`src/rtcirq_consts.svh`:
```
// Constants for the interrupt flag and chip-select control block.
// Assumes a 100 MHz system clock and a 4-bit host bus.
`ifndef RTCIRQ_CONSTS_SVH
`define RTCIRQ_CONSTS_SVH

// ---------------------------------------------------------------
// Register addresses on the 4-bit bus
// ---------------------------------------------------------------
`define RTCIRQ_ADDR_STATUS 4'hD
`define RTCIRQ_ADDR_CTRL_E 4'hE
`define RTCIRQ_ADDR_CTRL_F 4'hF

// ---------------------------------------------------------------
// Field positions
// ---------------------------------------------------------------
`define RTCIRQ_SR_HOLD 0
`define RTCIRQ_SR_BUSY 1
`define RTCIRQ_SR_IRQ 2
`define RTCIRQ_SR_ADJ 3
`define RTCIRQ_CE_MASK 0
`define RTCIRQ_CE_PMODE 1
`define RTCIRQ_CE_PLOW 2
`define RTCIRQ_CE_PHIGH 3

// ---------------------------------------------------------------
// Reset values
// ---------------------------------------------------------------
`define RTCIRQ_SR_RESET 4'h0
`define RTCIRQ_CE_RESET 4'h1
`define RTCIRQ_CF_RESET 4'h0

// ---------------------------------------------------------------
// Timing
// ---------------------------------------------------------------
`define RTCIRQ_CLK_HZ 100000000
`define RTCIRQ_PULSE_NS 7812500
`define RTCIRQ_PULSE_CYC ((`RTCIRQ_PULSE_NS / 10))
`define RTCIRQ_CNT_W 20

`endif

```
`src/rtcirq_pkg.sv`:
```
// Types for the interrupt flag and chip-select control block.
// Assumes the constants header is compiled alongside.
package rtcirq_pkg;
  typedef enum logic [1:0] {
    RTCIRQ_SEL_64TH = 2'b00,
    RTCIRQ_SEL_SEC = 2'b01,
    RTCIRQ_SEL_MIN = 2'b10,
    RTCIRQ_SEL_HOUR = 2'b11
  } rtcirq_period_t;

  typedef enum logic [2:0] {
    RTCIRQ_ST_IDLE = 3'b001,
    RTCIRQ_ST_PEND = 3'b010,
    RTCIRQ_ST_PULSE = 3'b100
  } rtcirq_state_t;
endpackage : rtcirq_pkg

```
`src/rtcirq_ctrl.sv`:
```
// Interrupt-pending flag, periodic output and chip-select gating.
// Assumes bus pins and carry ticks arrive asynchronously from outside;
// every such input is synchronised before use.
`timescale 1ns/1ps
`include "rtcirq_consts.svh"

// Summary of operation
// RULE1 - Control registers are read and written regardless of hold or busy.
// RULE2 - Writing 0 to the flag clears it and releases the periodic output.
// RULE3 - Any status write with 0 in the flag position clears the flag.
// RULE4 - Writing 1 to the flag position neither sets nor clears it.
// RULE5 - The host writes 1 to the flag position unless it means to clear.
// RULE6 - Rewriting period or pulse-mode bits may raise the flag.
// RULE7 - After such a change the host clears the flag to drop stale events.
// RULE8 - While first chip select is low, the bus is ignored and undriven.
// RULE9 - First chip select blocks the bus across standby entry and exit.
// RULE10 - With mask 0, a selected carry sets the flag and drives the pin low.
// RULE11 - Set flag ignores events until cleared, or 7.8125 ms in waveform.
// RULE12 - First chip select going low forces the hold bit to 0.
// RULE13 - A clear meeting a new event in one cycle loses to the event.
module rtcirq_ctrl (
  // Clock and reset
  input wire logic clk_in,
  input wire logic arst_n_in,
  // Host bus pins
  input wire logic first_chip_select_in,
  input wire logic wr_n_in,
  input wire logic rd_n_in,
  input wire logic [3:0] addr_in,
  input wire logic [3:0] data_in,
  output logic [3:0] data_out,
  output logic data_oe_out,
  // Carry ticks into the clock digits: 1/64 s, s, min, hour
  input wire logic [3:0] carry_in,
  // Status seen by the timekeeping core
  input wire logic busy_in,
  output logic hold_out,
  output logic half_minute_adjust_out,
  output logic [3:0] clock_control_out,
  // Periodic output pin, open drain
  output logic periodic_output_pin_out,
  output logic periodic_output_pin_oe_out
);
  logic rst_m_q;
  logic rst_q;
  logic rst_n;
  logic cs_s;
  logic wr_s;
  logic rd_s;
  logic [3:0] carry_s;
  logic [3:0] addr_s [0:1];
  logic [3:0] data_s [0:1];
  logic [3:0] addr_l;
  logic [3:0] data_l;

  // ---------------------------------------------------------------
  // Reset release
  // ---------------------------------------------------------------
  always_ff @(posedge clk_in or negedge arst_n_in) begin
    if (!arst_n_in) begin
      rst_m_q <= 1'b0;
      rst_q <= 1'b0;
    end else begin
      rst_m_q <= 1'b1;
      rst_q <= rst_m_q;
    end
  end
  assign rst_n = rst_q;

  // ---------------------------------------------------------------
  // Pin synchronisers
  // ---------------------------------------------------------------
  rtcirq_sync u_cs (.clk_in(clk_in), .arst_n_in(rst_n),
    .d_in(first_chip_select_in), .q_out(cs_s));
  rtcirq_sync u_wr (.clk_in(clk_in), .arst_n_in(rst_n),
    .d_in(~wr_n_in), .q_out(wr_s));
  rtcirq_sync u_rd (.clk_in(clk_in), .arst_n_in(rst_n),
    .d_in(~rd_n_in), .q_out(rd_s));

  genvar gi;
  generate
    for (gi = 0; gi < 4; gi++) begin : g_sync
      rtcirq_sync u_cy (.clk_in(clk_in), .arst_n_in(rst_n),
        .d_in(carry_in[gi]), .q_out(carry_s[gi]));
    end
  endgenerate

  // Address and data are sampled as a bundle; they are stable while
  // the strobe is synchronised, so a two-deep array suffices.
  always_ff @(posedge clk_in or negedge rst_n) begin
    if (!rst_n) begin
      addr_s[0] <= 4'h0;
      addr_s[1] <= 4'h0;
      data_s[0] <= 4'h0;
      data_s[1] <= 4'h0;
    end else begin
      addr_s[0] <= addr_in;
      addr_s[1] <= addr_s[0];
      data_s[0] <= data_in;
      data_s[1] <= data_s[0];
    end
  end
  assign addr_l = addr_s[1];
  assign data_l = data_s[1];

  // ---------------------------------------------------------------
  // Write strobe edge gated by chip select; deselect and carry edges
  // ---------------------------------------------------------------
  logic wr_act_q;
  logic wr_act_d;
  logic cs_q;
  logic cs_d;
  logic wr_pulse;
  logic cs_fall;
  logic [3:0] carry_q;
  logic [3:0] carry_d;
  logic [3:0] carry_rise;

  always_comb begin
    wr_act_d = wr_s & cs_s; // [RULE8] [RULE9]
    cs_d = cs_s;
    carry_d = carry_s;
  end

  always_ff @(posedge clk_in or negedge rst_n) begin
    if (!rst_n) begin
      wr_act_q <= 1'b0;
      cs_q <= 1'b0;
      carry_q <= 4'h0;
    end else begin
      wr_act_q <= wr_act_d;
      cs_q <= cs_d;
      carry_q <= carry_d;
    end
  end

  assign wr_pulse = wr_act_d & ~wr_act_q;
  assign cs_fall = cs_q & ~cs_s;
  assign carry_rise = carry_s & ~carry_q;

  // ---------------------------------------------------------------
  // Control registers
  // ---------------------------------------------------------------
  logic hold_q;
  logic hold_d;
  logic adj_q;
  logic adj_d;
  logic [3:0] ce_q;
  logic [3:0] ce_d;
  logic [3:0] cf_q;
  logic [3:0] cf_d;
  logic wr_sr;
  logic wr_ce;
  logic clr_req;
  logic mode_chg;

  always_comb begin
    wr_sr = wr_pulse && addr_l == `RTCIRQ_ADDR_STATUS;
    wr_ce = wr_pulse && addr_l == `RTCIRQ_ADDR_CTRL_E;
    hold_d = hold_q;
    adj_d = 1'b0;
    ce_d = ce_q;
    cf_d = cf_q;
    // No hold or busy term gates these writes.
    if (wr_sr) begin // [RULE1]
      hold_d = data_l[`RTCIRQ_SR_HOLD];
      adj_d = data_l[`RTCIRQ_SR_ADJ];
    end
    if (wr_ce) begin // [RULE1]
      ce_d = data_l;
    end
    if (wr_pulse && addr_l == `RTCIRQ_ADDR_CTRL_F) begin // [RULE1]
      cf_d = data_l;
    end
    if (cs_fall) begin
      hold_d = 1'b0; // [RULE12]
    end
    clr_req = wr_sr && !data_l[`RTCIRQ_SR_IRQ]; // [RULE2] [RULE3] [RULE4]
    // Rewriting period or mode bits restarts the phase; treat it as an
    // event, so the host must clear afterwards.
    mode_chg = wr_ce && (data_l[3:1] != ce_q[3:1]); // [RULE6]
  end

  always_ff @(posedge clk_in or negedge rst_n) begin
    if (!rst_n) begin
      hold_q <= 1'b0;
      adj_q <= 1'b0;
      ce_q <= `RTCIRQ_CE_RESET;
      cf_q <= `RTCIRQ_CF_RESET;
    end else begin
      hold_q <= hold_d;
      adj_q <= adj_d;
      ce_q <= ce_d;
      cf_q <= cf_d;
    end
  end

  // ---------------------------------------------------------------
  // Flag state machine
  // ---------------------------------------------------------------
  rtcirq_pkg::rtcirq_state_t st_q;
  rtcirq_pkg::rtcirq_state_t st_d;
  logic [`RTCIRQ_CNT_W-1:0] cnt_q;
  logic [`RTCIRQ_CNT_W-1:0] cnt_d;
  logic event_hit;

  always_comb begin
    event_hit = !ce_q[`RTCIRQ_CE_MASK] &&
      (carry_rise[ce_q[3:2]] || mode_chg); // [RULE10] [RULE6]
    st_d = st_q;
    cnt_d = cnt_q;
    unique case (st_q)
      rtcirq_pkg::RTCIRQ_ST_IDLE: begin
        if (event_hit) begin // [RULE13]
          st_d = ce_q[`RTCIRQ_CE_PMODE] ? rtcirq_pkg::RTCIRQ_ST_PEND
                                        : rtcirq_pkg::RTCIRQ_ST_PULSE;
          cnt_d = `RTCIRQ_CNT_W'(`RTCIRQ_PULSE_CYC - 1);
        end
      end
      rtcirq_pkg::RTCIRQ_ST_PEND: begin
        // New events are dropped while pending.
        if (clr_req && !event_hit) begin // [RULE11] [RULE2] [RULE13]
          st_d = rtcirq_pkg::RTCIRQ_ST_IDLE;
        end
      end
      rtcirq_pkg::RTCIRQ_ST_PULSE: begin
        cnt_d = cnt_q - `RTCIRQ_CNT_W'(1);
        if ((clr_req && !event_hit) || cnt_q == '0) begin // [RULE11]
          st_d = rtcirq_pkg::RTCIRQ_ST_IDLE;
        end
      end
      default: st_d = rtcirq_pkg::RTCIRQ_ST_IDLE;
    endcase
  end

  always_ff @(posedge clk_in or negedge rst_n) begin
    if (!rst_n) begin
      st_q <= rtcirq_pkg::RTCIRQ_ST_IDLE;
      cnt_q <= '0;
    end else begin
      st_q <= st_d;
      cnt_q <= cnt_d;
    end
  end

  logic flag;
  assign flag = st_q != rtcirq_pkg::RTCIRQ_ST_IDLE;

  // ---------------------------------------------------------------
  // Read path
  // ---------------------------------------------------------------
  logic [3:0] rd_q;
  logic [3:0] rd_d;
  logic oe_q;
  logic oe_d;

  always_comb begin
    oe_d = rd_s & cs_s; // [RULE8]
    unique case (addr_l)
      `RTCIRQ_ADDR_STATUS: rd_d = {adj_q, flag, busy_in, hold_q};
      `RTCIRQ_ADDR_CTRL_E: rd_d = ce_q;
      `RTCIRQ_ADDR_CTRL_F: rd_d = cf_q;
      default: rd_d = 4'h0;
    endcase
  end

  always_ff @(posedge clk_in or negedge rst_n) begin
    if (!rst_n) begin
      rd_q <= 4'h0;
      oe_q <= 1'b0;
    end else begin
      rd_q <= rd_d;
      oe_q <= oe_d;
    end
  end

  assign data_out = rd_q;
  assign data_oe_out = oe_q;
  assign hold_out = hold_q;
  assign half_minute_adjust_out = adj_q;
  assign clock_control_out = cf_q;
  assign periodic_output_pin_out = 1'b0;
  assign periodic_output_pin_oe_out = flag; // [RULE10]
endmodule : rtcirq_ctrl

```
`src/rtcirq_sync.sv`:
```
// Two-flop synchroniser for one asynchronous level.
// Assumes the destination clock is clk_in.
`timescale 1ns/1ps
module rtcirq_sync (
  // Clock and reset
  input wire logic clk_in,
  input wire logic arst_n_in,
  // Level
  input wire logic d_in,
  output logic q_out
);
  logic meta_q;
  logic meta_d;
  logic sync_q;
  logic sync_d;

  always_comb begin
    meta_d = d_in;
    sync_d = meta_q;
  end

  always_ff @(posedge clk_in or negedge arst_n_in) begin
    if (!arst_n_in) begin
      meta_q <= 1'b0;
      sync_q <= 1'b0;
    end else begin
      meta_q <= meta_d;
      sync_q <= sync_d;
    end
  end

  assign q_out = sync_q;
endmodule : rtcirq_sync

```
`config.mk`:
```
export PLATFORM = sky130hd
export DESIGN_NAME = rtcirq_ctrl
export DESIGN_NICKNAME = d
export VERILOG_FILES = /design/src/rtcirq_pkg.sv /design/src/rtcirq_ctrl.sv /design/src/rtcirq_sync.sv
export VERILOG_INCLUDE_DIRS = /design/src
export SDC_FILE = /design/constraint.sdc
export NUM_CORES = 1
export LEC_CHECK = 0
export BUFFER_PORTS_ARGS = -buffer_cell sky130_fd_sc_hd__buf_2
export CAP_MARGIN = 20
export CORE_MARGIN = 4
export CORE_UTILIZATION = 40
export DETAILED_ROUTE_END_ITERATION = 7
export PLACE_DENSITY_LB_ADDON = 0.1
export SYNTH_ARGS = -nofsm -noshare
export SYNTH_HDL_FRONTEND = slang
export SYNTH_SLANG_ARGS = --single-unit
```
`constraint.sdc`:
```
create_clock -name clk_in -period 4.85 [get_ports clk_in]
set_clock_uncertainty 0.05 [all_clocks]
set_input_delay 0.97 -clock clk_in [delete_from_list [all_inputs] [get_ports clk_in]]
set_output_delay 0.97 -clock clk_in [all_outputs]
set_load 0.03 [all_outputs]
```
==> flow_summary_export.csv, run 1 <==
group,metric,value,unit
synth,netlist_area,0.002915,sq mm
critical_path,critPathLaunchType,"flip-flop",
drt,drt-total-wl,5.135,mm
synth,syn_nets,244,
floorplan,num_rows,30,
synth,synth_edf_count,0,
sta,grt_setup_unrepaired,"no",
placement,post_dp_cell_area,0.003166,sq mm
floorplan,die_y,93.37,um
cells_and_area,final_area,0.003374,sq mm
cells_and_area,fin_util,48.59,%
job,drv_cap,0,
synth,async_flop_share,100.0,%
clock_tree,cts.sink_count,76,
sta,fin_setup_tns,0,ns
drt,wl_per_cell,14.22,um
sta,fin_ws,2.619,ns
grt,grt_max_degree,40,
synth,ys_seq_area_share,65.32,%
clock_tree,cts_tree,"built",
sta,min_period,2.231,ns
power_and_ir_drop,ir_drop,0.1924,mV
synth,yosysWarnings,0,
critical_path,worstSetupEndpointType,"output pin",
placement,post-dp-hpwl,3.561,mm
synth,ys_types,56,
floorplan,dieWidth,93.37,um
clock_tree,clk_pin_slew_worst_paths,0.08,ns
power_and_ir_drop,p_per_area,410.3,mW/mm^2
sta,hold_viol,0,
grt,gr-total-overflow,0,
drt,drc,0,
outcome,status,"completed",
clock_tree,cts.path.max_buffers,2,
placement,post-place-ws,2.678,ns
grt,antenna_found_initial,0,
grt,grt_pass1_vias,1842,
synth,synth_top_area_share,63.52,%
clock_tree,cts_hold_buf,0,
min_path,hp-class,"reg -> async",
drt,vias,1766,
synth,synth_cells,224,
clock_tree,postCtsSetupBuffers,0,
critical_path,worstReg2RegEnd,"cnt_q[19]",
critical_path,r2r-start,"st_q[1]",
sta,tightest_slew,0.7561,ns
placement,place.gp.congestion,0.7579,
synth,yosys.area.top_type,"dfrtp_1",
power_and_ir_drop,leakage,1.485,nW
critical_path,worst_ep_arrival_time,1.21,ns
floorplan,start_util,41.98,%
synth,synth.most_common_cell,"dfrtp_1",
critical_path,crit_required,3.83,ns
critical_path,r2r_slack,2.68,ns
clock_tree,clock_latency,0.34,ns
synth,avgSynthCellArea,13.01,sq um
synth,synth_ff_type,"dfrtp_1",
critical_path,worst_r2r_path_depth,5,
sta,min_period_over_period,46.00,%
placement,port_buffers,29,
power_and_ir_drop,p_total,1.385,mW
critical_path,worstPathMaxFanout,6,
synth,synthTopCellsByArea,"dfrtp_1, mux2_2, a21oi_1, nor3_1, dfstp_2",
clock_tree,cts_buffers,9,
cells_and_area,syn_to_final_growth,15.75,%
critical_path,endpoint,"periodic_output_pin_oe_out",
sta,relSlewSlack,49.13,%
floorplan,fp.dieArea,0.008718,sq mm
cells_and_area,n_antenna_cell,0,
grt,grt_pass1_wl,8.894,mm
floorplan,ios,31,
critical_path,worstSetupPathType,"reg -> out",
cells_and_area,fin_nets,280,
clock_tree,cts-root-buf,"clkbuf_8",
sta,setup_viol,0,
synth,synth_seq_cells,76,
clock_tree,htreeDepth,3,
drt,drtPass1Iterations,4,
clock_tree,cts_resized,0,
floorplan,core_region_area,0.006944,sq mm
sta,slew_violations,0,
sta,max_freq,0.4482,GHz
cells_and_area,layout-drive-gt1-share,26.04,%
synth,synth_common_cells,"dfrtp_1, nor2_1, mux2_2",
critical_path,setup.worst_path.start,"st_q[0]",
drt,initialDrtViolationCount,102,
drt,antenna_left,0,
grt,grtUsageTotal,13.31,%
drt,viasPerCell,4.892,
## per-layer routing
| layer | vias to the layer above | global-route usage [%] | part of all wire (%) |
|---|---|---|---|
| met5 | - | 0 | 0 |
| met4 | 0 | 6.716 | 2.3 |
| met3 | 11 | 3.138 | 3.1 |
| met2 | 23 | 19.42 | 45 |
| met1 | 864 | 18.51 | 49 |
| li1 | 868 | - | - |
## worst min-delay path by stage
stage	from	to	slack, ns	depth (start not counted)
finish	rst_n	cnt_q[11]	0.30	0
CTS	data_s[5]	data_l[1]	0.30	0
global route	data_s[5]	data_l[1]	0.30	0
detailed placement	addr_s[4]	addr_l[0]	0.28	0
floorplan	addr_s[4]	addr_l[0]	0.28	0
global placement	u_wr.meta_q	u_wr.q_out	0.28	0
## metrics by stage
step / instances / hold slack [ns]
6_report: 361 / 0.2981
5_1_grt: 361 / 0.3031
4_1_cts: 361 / 0.3015
3_5_place_dp: 345 / 0.2847
3_3_place_gp: 345 / 0.2820
2_1_floorplan: 224 / 0.2812
## cell type report
class                      instances  area, sq um
tap                               96        120.1
sequential                        76         1906
clock buffer                      11        131.4
inverter                           9        33.78
clock inverter                     5        77.57
fill                             627         3570
multi-input combinational        133        945.9
timing repair buffer              31        160.2
## cells by family after synthesis
kind of cell             share of synthesized area (%)
buffers and inverters                            2.403
XOR/XNOR                                         1.202
other                                           0.2576
multiplexers                                     6.781
AND/OR/NAND/NOR                                  15.88
adder cells (fa/ha/maj)                         0.8582
AO/OA/AOI/OAI                                    7.296
flip-flops                                       65.32
## cell usage in the layout (no fill, tap or decap), types with 2 or more instances in the layout
master,count
and2_1,3
a21oi_1,11
buf_2,29
nor4_1,3
nor3_1,11
a211oi_1,2
inv_1,9
or4_1,2
bufinv_16,2
mux2_2,12
nand2b_1,6
mux2i_1,4
dfstp_2,2
clkinv_2,2
xor2_1,3
nor2_1,14
buf_4,2
nand2_1,9
o21ai_0,5
a22oi_1,4
nand3b_1,4
clkbuf_1,2
a31oi_1,2
or3_1,3
nand4_1,2
conb_1,2
dfrtp_1,73
ha_1,2
clkbuf_8,9
## power breakdown
group | switching [mW] | internal, mW
logic | 0.0835 | 0.0628
clock network | 0.220 | 0.288
registers | 0.0477 | 0.682
## worst max-delay path, stage by stage (launching register included)
cell	delay, ns
dfstp_2	0.57
nand2_1	0.12
buf_2	0.20
## state kept, by name, summed over array words and instances (netlist names), 3 cells and up
name                flops
addr_s                  4
addr_l                  4
st_q                    3
data_l                  4
g_sync.u_cy.q_out       4
data_out                4
data_s                  4
g_sync.u_cy.meta_q      4
cnt_q                  20
carry_q                 4
ce_q                    4
clock_control_out       4
(Power assumes the default switching activity.)
==> run 2, diff against run 1 <==
clock period = 1.8 ns   (was 4.85 ns; I/O delays follow)
==> run 2 against run 1 <==
Against the previous run: the flow now finishes with violations (setup timing); first-iteration DRC count rose by 4.9%; register-to-register slack got worse by 2.9 ns; combinational power rose to 5.3 times the previous value; utilization rose by 9.6 points; critical endpoint is now st_q[0].
==> flow_summary_export.csv, run 2 (synthesis gave the netlist of run 1 again) <==
group,metric,value,unit
outcome,status,"complete, but fails checks",
outcome,violations,"setup timing",
grt,gr-total-overflow,0,
cells_and_area,largest-register,"cnt_q",
power_and_ir_drop,leakage,1.830,nW
grt,grt_pass1_wl,9.942,mm
cells_and_area,layout-drive-gt1-share,47.94,%
sta,relSlewSlack,50.61,%
floorplan,num_rows,30,
floorplan,ios,31,
sta,hold_viol,0,
critical_path,r2r-start,"cnt_q[16]",
sta,setup_viol,19,
clock_tree,htreeDepth,3,
drt,drtPass1Iterations,4,
sta,tightest_slew,0.7392,ns
floorplan,core_region_area,0.006944,sq mm
cells_and_area,largest_reg_flops,20,
min_path,min_from,"carry_in[2]",
clock_tree,clock_latency,0.34,ns
cells_and_area,mostFrequentLayoutCells,"dfrtp_1, buf_4, buf_2",
power_and_ir_drop,ir_drop,0.4714,mV
drt,drt-total-wl,5.892,mm
grt,antenna_found_initial,0,
critical_path,r2r_slack,-0.26,ns
critical_path,critPathLaunchType,"flip-flop",
floorplan,die_y,93.37,um
power_and_ir_drop,p_seq_share,47.2,%
power_and_ir_drop,combPwrFrac,18.9,%
clock_tree,cts-root-buf,"clkbuf_8",
cells_and_area,layout.filler_cells,584,
drt,initialDrtViolationCount,107,
critical_path,critPathSlowestCell,"or4b_4",
grt,grt_pass1_vias,2151,
critical_path,path_cells,"or3_4 > or3_4 > or4b_4 > o211ai_2 > o211a_1",
cells_and_area,n_antenna_cell,0,
min_path,hp-class,"in -> reg",
placement,placed_cells,383,
critical_path,worstSetupPathType,"reg -> reg",
drt,vias,1987,
power_and_ir_drop,p_switching,1.055,mW
grt,grtUsageTotal,14.99,%
drt,viasPerCell,4.835,
placement,place.gp.congestion,0.7699,
cells_and_area,layout_commonest_cell,"dfrtp_1",
critical_path,worstPathMaxFanout,3,
clock_tree,cts_tree,"built",
sta,slew_violations,0,
critical_path,slowest_delay,0.49,ns
critical_path,worstReg2RegEnd,"st_q[0]",
cells_and_area,multi_input_area,0.001156,sq mm
drt,antenna_left,0,
cells_and_area,register_area,0.001907,sq mm
drt,drc,0,
drt,wl_per_cell,14.34,um
critical_path,worst_r2r_path_depth,5,
power_and_ir_drop,p_per_area,1004,mW/mm^2
clock_tree,clk_pin_slew_worst_paths,0.08,ns
sta,min_period,2.062,ns
critical_path,worstSetupEndpointType,"flip-flop",
floorplan,dieWidth,93.37,um
cells_and_area,fin_nets,330,
sta,fin_setup_tns,-2.014,ns
floorplan,fp.dieArea,0.008718,sq mm
sta,max_freq,0.4849,GHz
clock_tree,cts.sink_count,76,
critical_path,cpMostUsedCell,"or3_4",
cells_and_area,fin_cells,411,
sta,grt_setup_unrepaired,"yes",
cells_and_area,syn_to_final_growth,38.58,%
placement,port_buffers,29,
min_path,hold_path_depth,1,
critical_path,crit_required,2.03,ns
placement,post-dp-hpwl,3.888,mm
power_and_ir_drop,p_int,3.001,mW
power_and_ir_drop,sw_frac_of_total,26.02,%
sta,min_period_over_period,114.6,%
clock_tree,cts_buffers,9,
power_and_ir_drop,pwr-share-clk,33.9,%
min_path,holdPathEnd,"g_sync[2].u_cy.meta_q",
critical_path,worst_ep_arrival_time,2.30,ns
grt,grt_max_degree,75,
floorplan,start_util,41.98,%
job,drv_cap,0,
sta,fin_ws,-0.2624,ns
placement,post-place-ws,-0.2443,ns
clock_tree,cts.path.max_buffers,2,
==> run 2: worst max-delay path by stage <==
stage,from,endpoint
finish,cnt_q[16],st_q[0]
global route,cnt_q[16],st_q[0]
CTS,cnt_q[16],st_q[0]
detailed placement,cnt_q[16],st_q[0]
global placement,cnt_q[16],st_q[0]
floorplan,cnt_q[16],st_q[0]
==> run 2: per-layer routing <==
layer / GRT usage, % / routed length (um)
met1: 18.83 / 2683
met2: 23.70 / 2854
met3: 3.298 / 175
met4: 8.791 / 178
met5: 0 / 0
==> run 2: repair_timing <==
item / CTS / global route
hold buffers: 1 / 0
resized for setup: 32 / 19
hold endpoints to repair: 2 / 0
endpoints found under the setup margin: 22 / 23
gates cloned: 1 / 0
buffers inserted: 8 / 4
pin swaps: 14 / 9
==> run 2: cell type report <==
| cell class | count | area share, % |
|---|---|---|
| inverter | 9 | 0.8362 |
| tap | 96 | 2.973 |
| sequential | 76 | 47.20 |
| multi-input combinational | 133 | 28.62 |
| clock inverter | 4 | 1.827 |
| clock buffer | 12 | 3.345 |
| timing repair buffer | 81 | 15.21 |
==> run 2: critical path: cells and delay by family, from the launching register on <==
kind | cells | cell delay (ns)
flops | 1 | 0.40
compound gates | 2 | 0.33
simple gates | 3 | 1.23
==> run 2: metrics by stage <==
stage	hold WS [ns]	power (mW)	utilization, %	cell area (sq um)
after floorplan	0.01441	2.274	-	2949
after global placement	0.09495	2.559	50.59	3513
after detailed placement	0.1001	2.566	50.59	3513
after CTS	0.05303	4.102	57.06	3963
after global routing	0.04791	4.243	58.18	4040
final	0.06730	4.056	58.18	4040
==> run 2: power by group through the flow <==
| stage | logic (mW) | registers [mW] | clock network (mW) |
|---|---|---|---|
| after floorplan | 0.253 | 2.02 | 0 |
| after global placement | 0.621 | 1.94 | 0 |
| after detailed placement | 0.624 | 1.94 | 0 |
| after CTS | 0.772 | 1.91 | 1.42 |
| after global routing | 0.827 | 1.93 | 1.48 |
| final | 0.767 | 1.91 | 1.38 |
==> run 3, diff against run 2 <==
clock period = 2.6 ns   (was 1.8 ns; I/O delays follow)
==> run 3 against run 2 <==
Against the previous run: sequential power is 29% lower; clock power is 26% lower; critical endpoint is now cnt_q[19]; utilization is 8.5 points lower; highest routed layer unchanged; the flow now finishes without violations; global-route usage is 1.8 points lower; total power is 34% lower.
==> flow_summary_export.csv, run 3 (synthesis gave the netlist of run 1 again) <==
group,metric,value,unit
clock_tree,clock_latency,0.35,ns
grt,grtUsageTotal,13.15,%
floorplan,core_region_area,0.006944,sq mm
power_and_ir_drop,p_per_area,770.7,mW/mm^2
drt,drc,0,
clock_tree,cts.path.max_buffers,2,
critical_path,critPathLaunchType,"flip-flop",
clock_tree,postCtsSetupBuffers,0,
grt,grt_pass1_wl,8.666,mm
clock_tree,cts-root-buf,"clkbuf_8",
floorplan,die_y,93.37,um
critical_path,crit_required,2.82,ns
placement,post-place-ws,0.4833,ns
clock_tree,cts_tree,"built",
drt,met3_wirelength,196,um
placement,place.gp.congestion,0.7345,
outcome,status,"completed",
sta,hold_viol,0,
placement,post-dp-hpwl,3.456,mm
sta,setup_viol,0,
drt,initialDrtViolationCount,118,
cells_and_area,layout.filler_cells,650,
drt,vias,1798,
critical_path,endpoint,"cnt_q[19]",
cells_and_area,mostFrequentLayoutCells,"dfrtp_1, buf_2, nor2_1",
grt,grt_max_degree,52,
drt,dr_wl_met2,2.443,mm
placement,port_buffers,29,
cells_and_area,layout_commonest_cell,"dfrtp_1",
grt,gr-total-overflow,0,
clock_tree,cts.sink_count,76,
sta,grt_setup_unrepaired,"no",
floorplan,dieWidth,93.37,um
floorplan,start_util,41.98,%
cells_and_area,syn_to_final_growth,18.37,%
critical_path,r2r-start,"st_q[1]",
clock_tree,clk_pin_slew_worst_paths,0.08,ns
sta,relSlewSlack,60.55,%
floorplan,ios,31,
clock_tree,htreeDepth,3,
critical_path,critPathSlowestCell,"or4_1",
critical_path,worstSetupPathType,"reg -> reg",
drt,viasPerCell,4.913,
cells_and_area,multi_input_area,945.9,sq um
job,drv_cap,0,
clock_tree,cts_buffers,9,
cells_and_area,n_antenna_cell,0,
floorplan,fp.dieArea,0.008718,sq mm
sta,min_period,2.176,ns
critical_path,worstPathMaxFanout,7,
critical_path,worstReg2RegEnd,"cnt_q[19]",
drt,drtPass1Iterations,5,
critical_path,setup.worst_path.start,"st_q[1]",
sta,tightest_slew,0.5843,ns
sta,slew_violations,0,
critical_path,worstSetupEndpointType,"flip-flop",
sta,max_freq,0.4596,GHz
cells_and_area,fin_nets,285,
sta,fin_setup_tns,0,ns
drt,wl_per_cell,13.86,um
drt,antenna_left,0,
sta,min_period_over_period,83.68,%
critical_path,worst_ep_arrival_time,2.40,ns
sta,fin_ws,0.4243,ns
critical_path,worst_r2r_path_depth,5,
min_path,hp-class,"reg -> async",
floorplan,num_rows,30,
critical_path,r2r_slack,0.42,ns
power_and_ir_drop,ir_drop,0.6066,mV
cells_and_area,largest_reg_flops,20,
grt,antenna_found_initial,0,
cells_and_area,largest-register,"cnt_q",
cells_and_area,layout-drive-gt1-share,27.78,%
drt,highest_layer,"met4",
cells_and_area,register_area,0.001906,sq mm
drt,wl_met1,2.325,mm
cells_and_area,fin_util,49.69,%
placement,post_dp_cell_area,0.003208,sq mm
power_and_ir_drop,leakage,1.530,nW
critical_path,slowest_delay,0.61,ns
grt,grt_pass1_vias,1805,
drt,drt-total-wl,5.072,mm
cells_and_area,final_area,0.003451,sq mm
critical_path,path_cells,"or3b_1 > or4_1 > nor3_4 > a311oi_1 > a21oi_1",
run 3: cell type report:
type,count,area share [%]
Clock inverter,6,2.756
Inverter,9,0.9790
Timing Repair Buffer,36,6.164
Multi-Input combinational cell,133,27.41
Sequential cell,76,55.22
Clock buffer,10,3.988
Tap cell,96,3.481
run 3: worst min path at each step:
| stage | from | endpoint | slack, ns | cells past startpoint |
|---|---|---|---|---|
| floorplan | arst_n_in | rst_m_q | 0.17 | 0 |
| global placement | rst_n | cnt_q[6] | 0.24 | 0 |
| detailed placement | rst_n | cnt_q[6] | 0.23 | 0 |
| CTS | carry_in[1] | g_sync[1].u_cy.meta_q | 0.19 | 1 |
| global route | carry_in[1] | g_sync[1].u_cy.meta_q | 0.19 | 1 |
| finish | rst_n | cnt_q[0] | 0.21 | 0 |
run 3: power breakdown:
group          total (mW)  switching [mW]  internal, mW  leakage, nW
Clock                1.02           0.444         0.576        0.117
Sequential           1.36          0.0867          1.27        0.896
Combinational       0.280           0.159         0.120        0.516
Total                2.66           0.690          1.97         1.53
run 3: worst max-delay path: cells and delay by family (launching register included):
kind	cells	cell delay [ns]
flip-flops	1	0.43
AND/OR/NAND/NOR	3	1.33
AO/OA/AOI/OAI	2	0.30
run 3: what timing repair did:
action,4_1_cts,5_1_grt
gates resized for setup,0,0
hold endpoints to repair,2,0
hold buffers,1,0
run 3: routing by layer:
| layer | up-vias | track usage, % |
|---|---|---|
| li1 | 877 | - |
| met1 | 882 | 16.61 |
| met2 | 30 | 19.95 |
| met3 | 9 | 4.344 |
| met4 | 0 | 7.082 |
| met5 | - | 0 |
run 3: stage by stage:
stage / total power [mW] / hold slack (ns) / cells
after global routing: 2.799 / 0.1883 / 366
final: 2.659 / 0.2093 / 366
after CTS: 2.714 / 0.1908 / 366
after global placement: 1.663 / 0.2355 / 349
after detailed placement: 1.664 / 0.2296 / 349
after floorplan: 1.564 / 0.1744 / 224
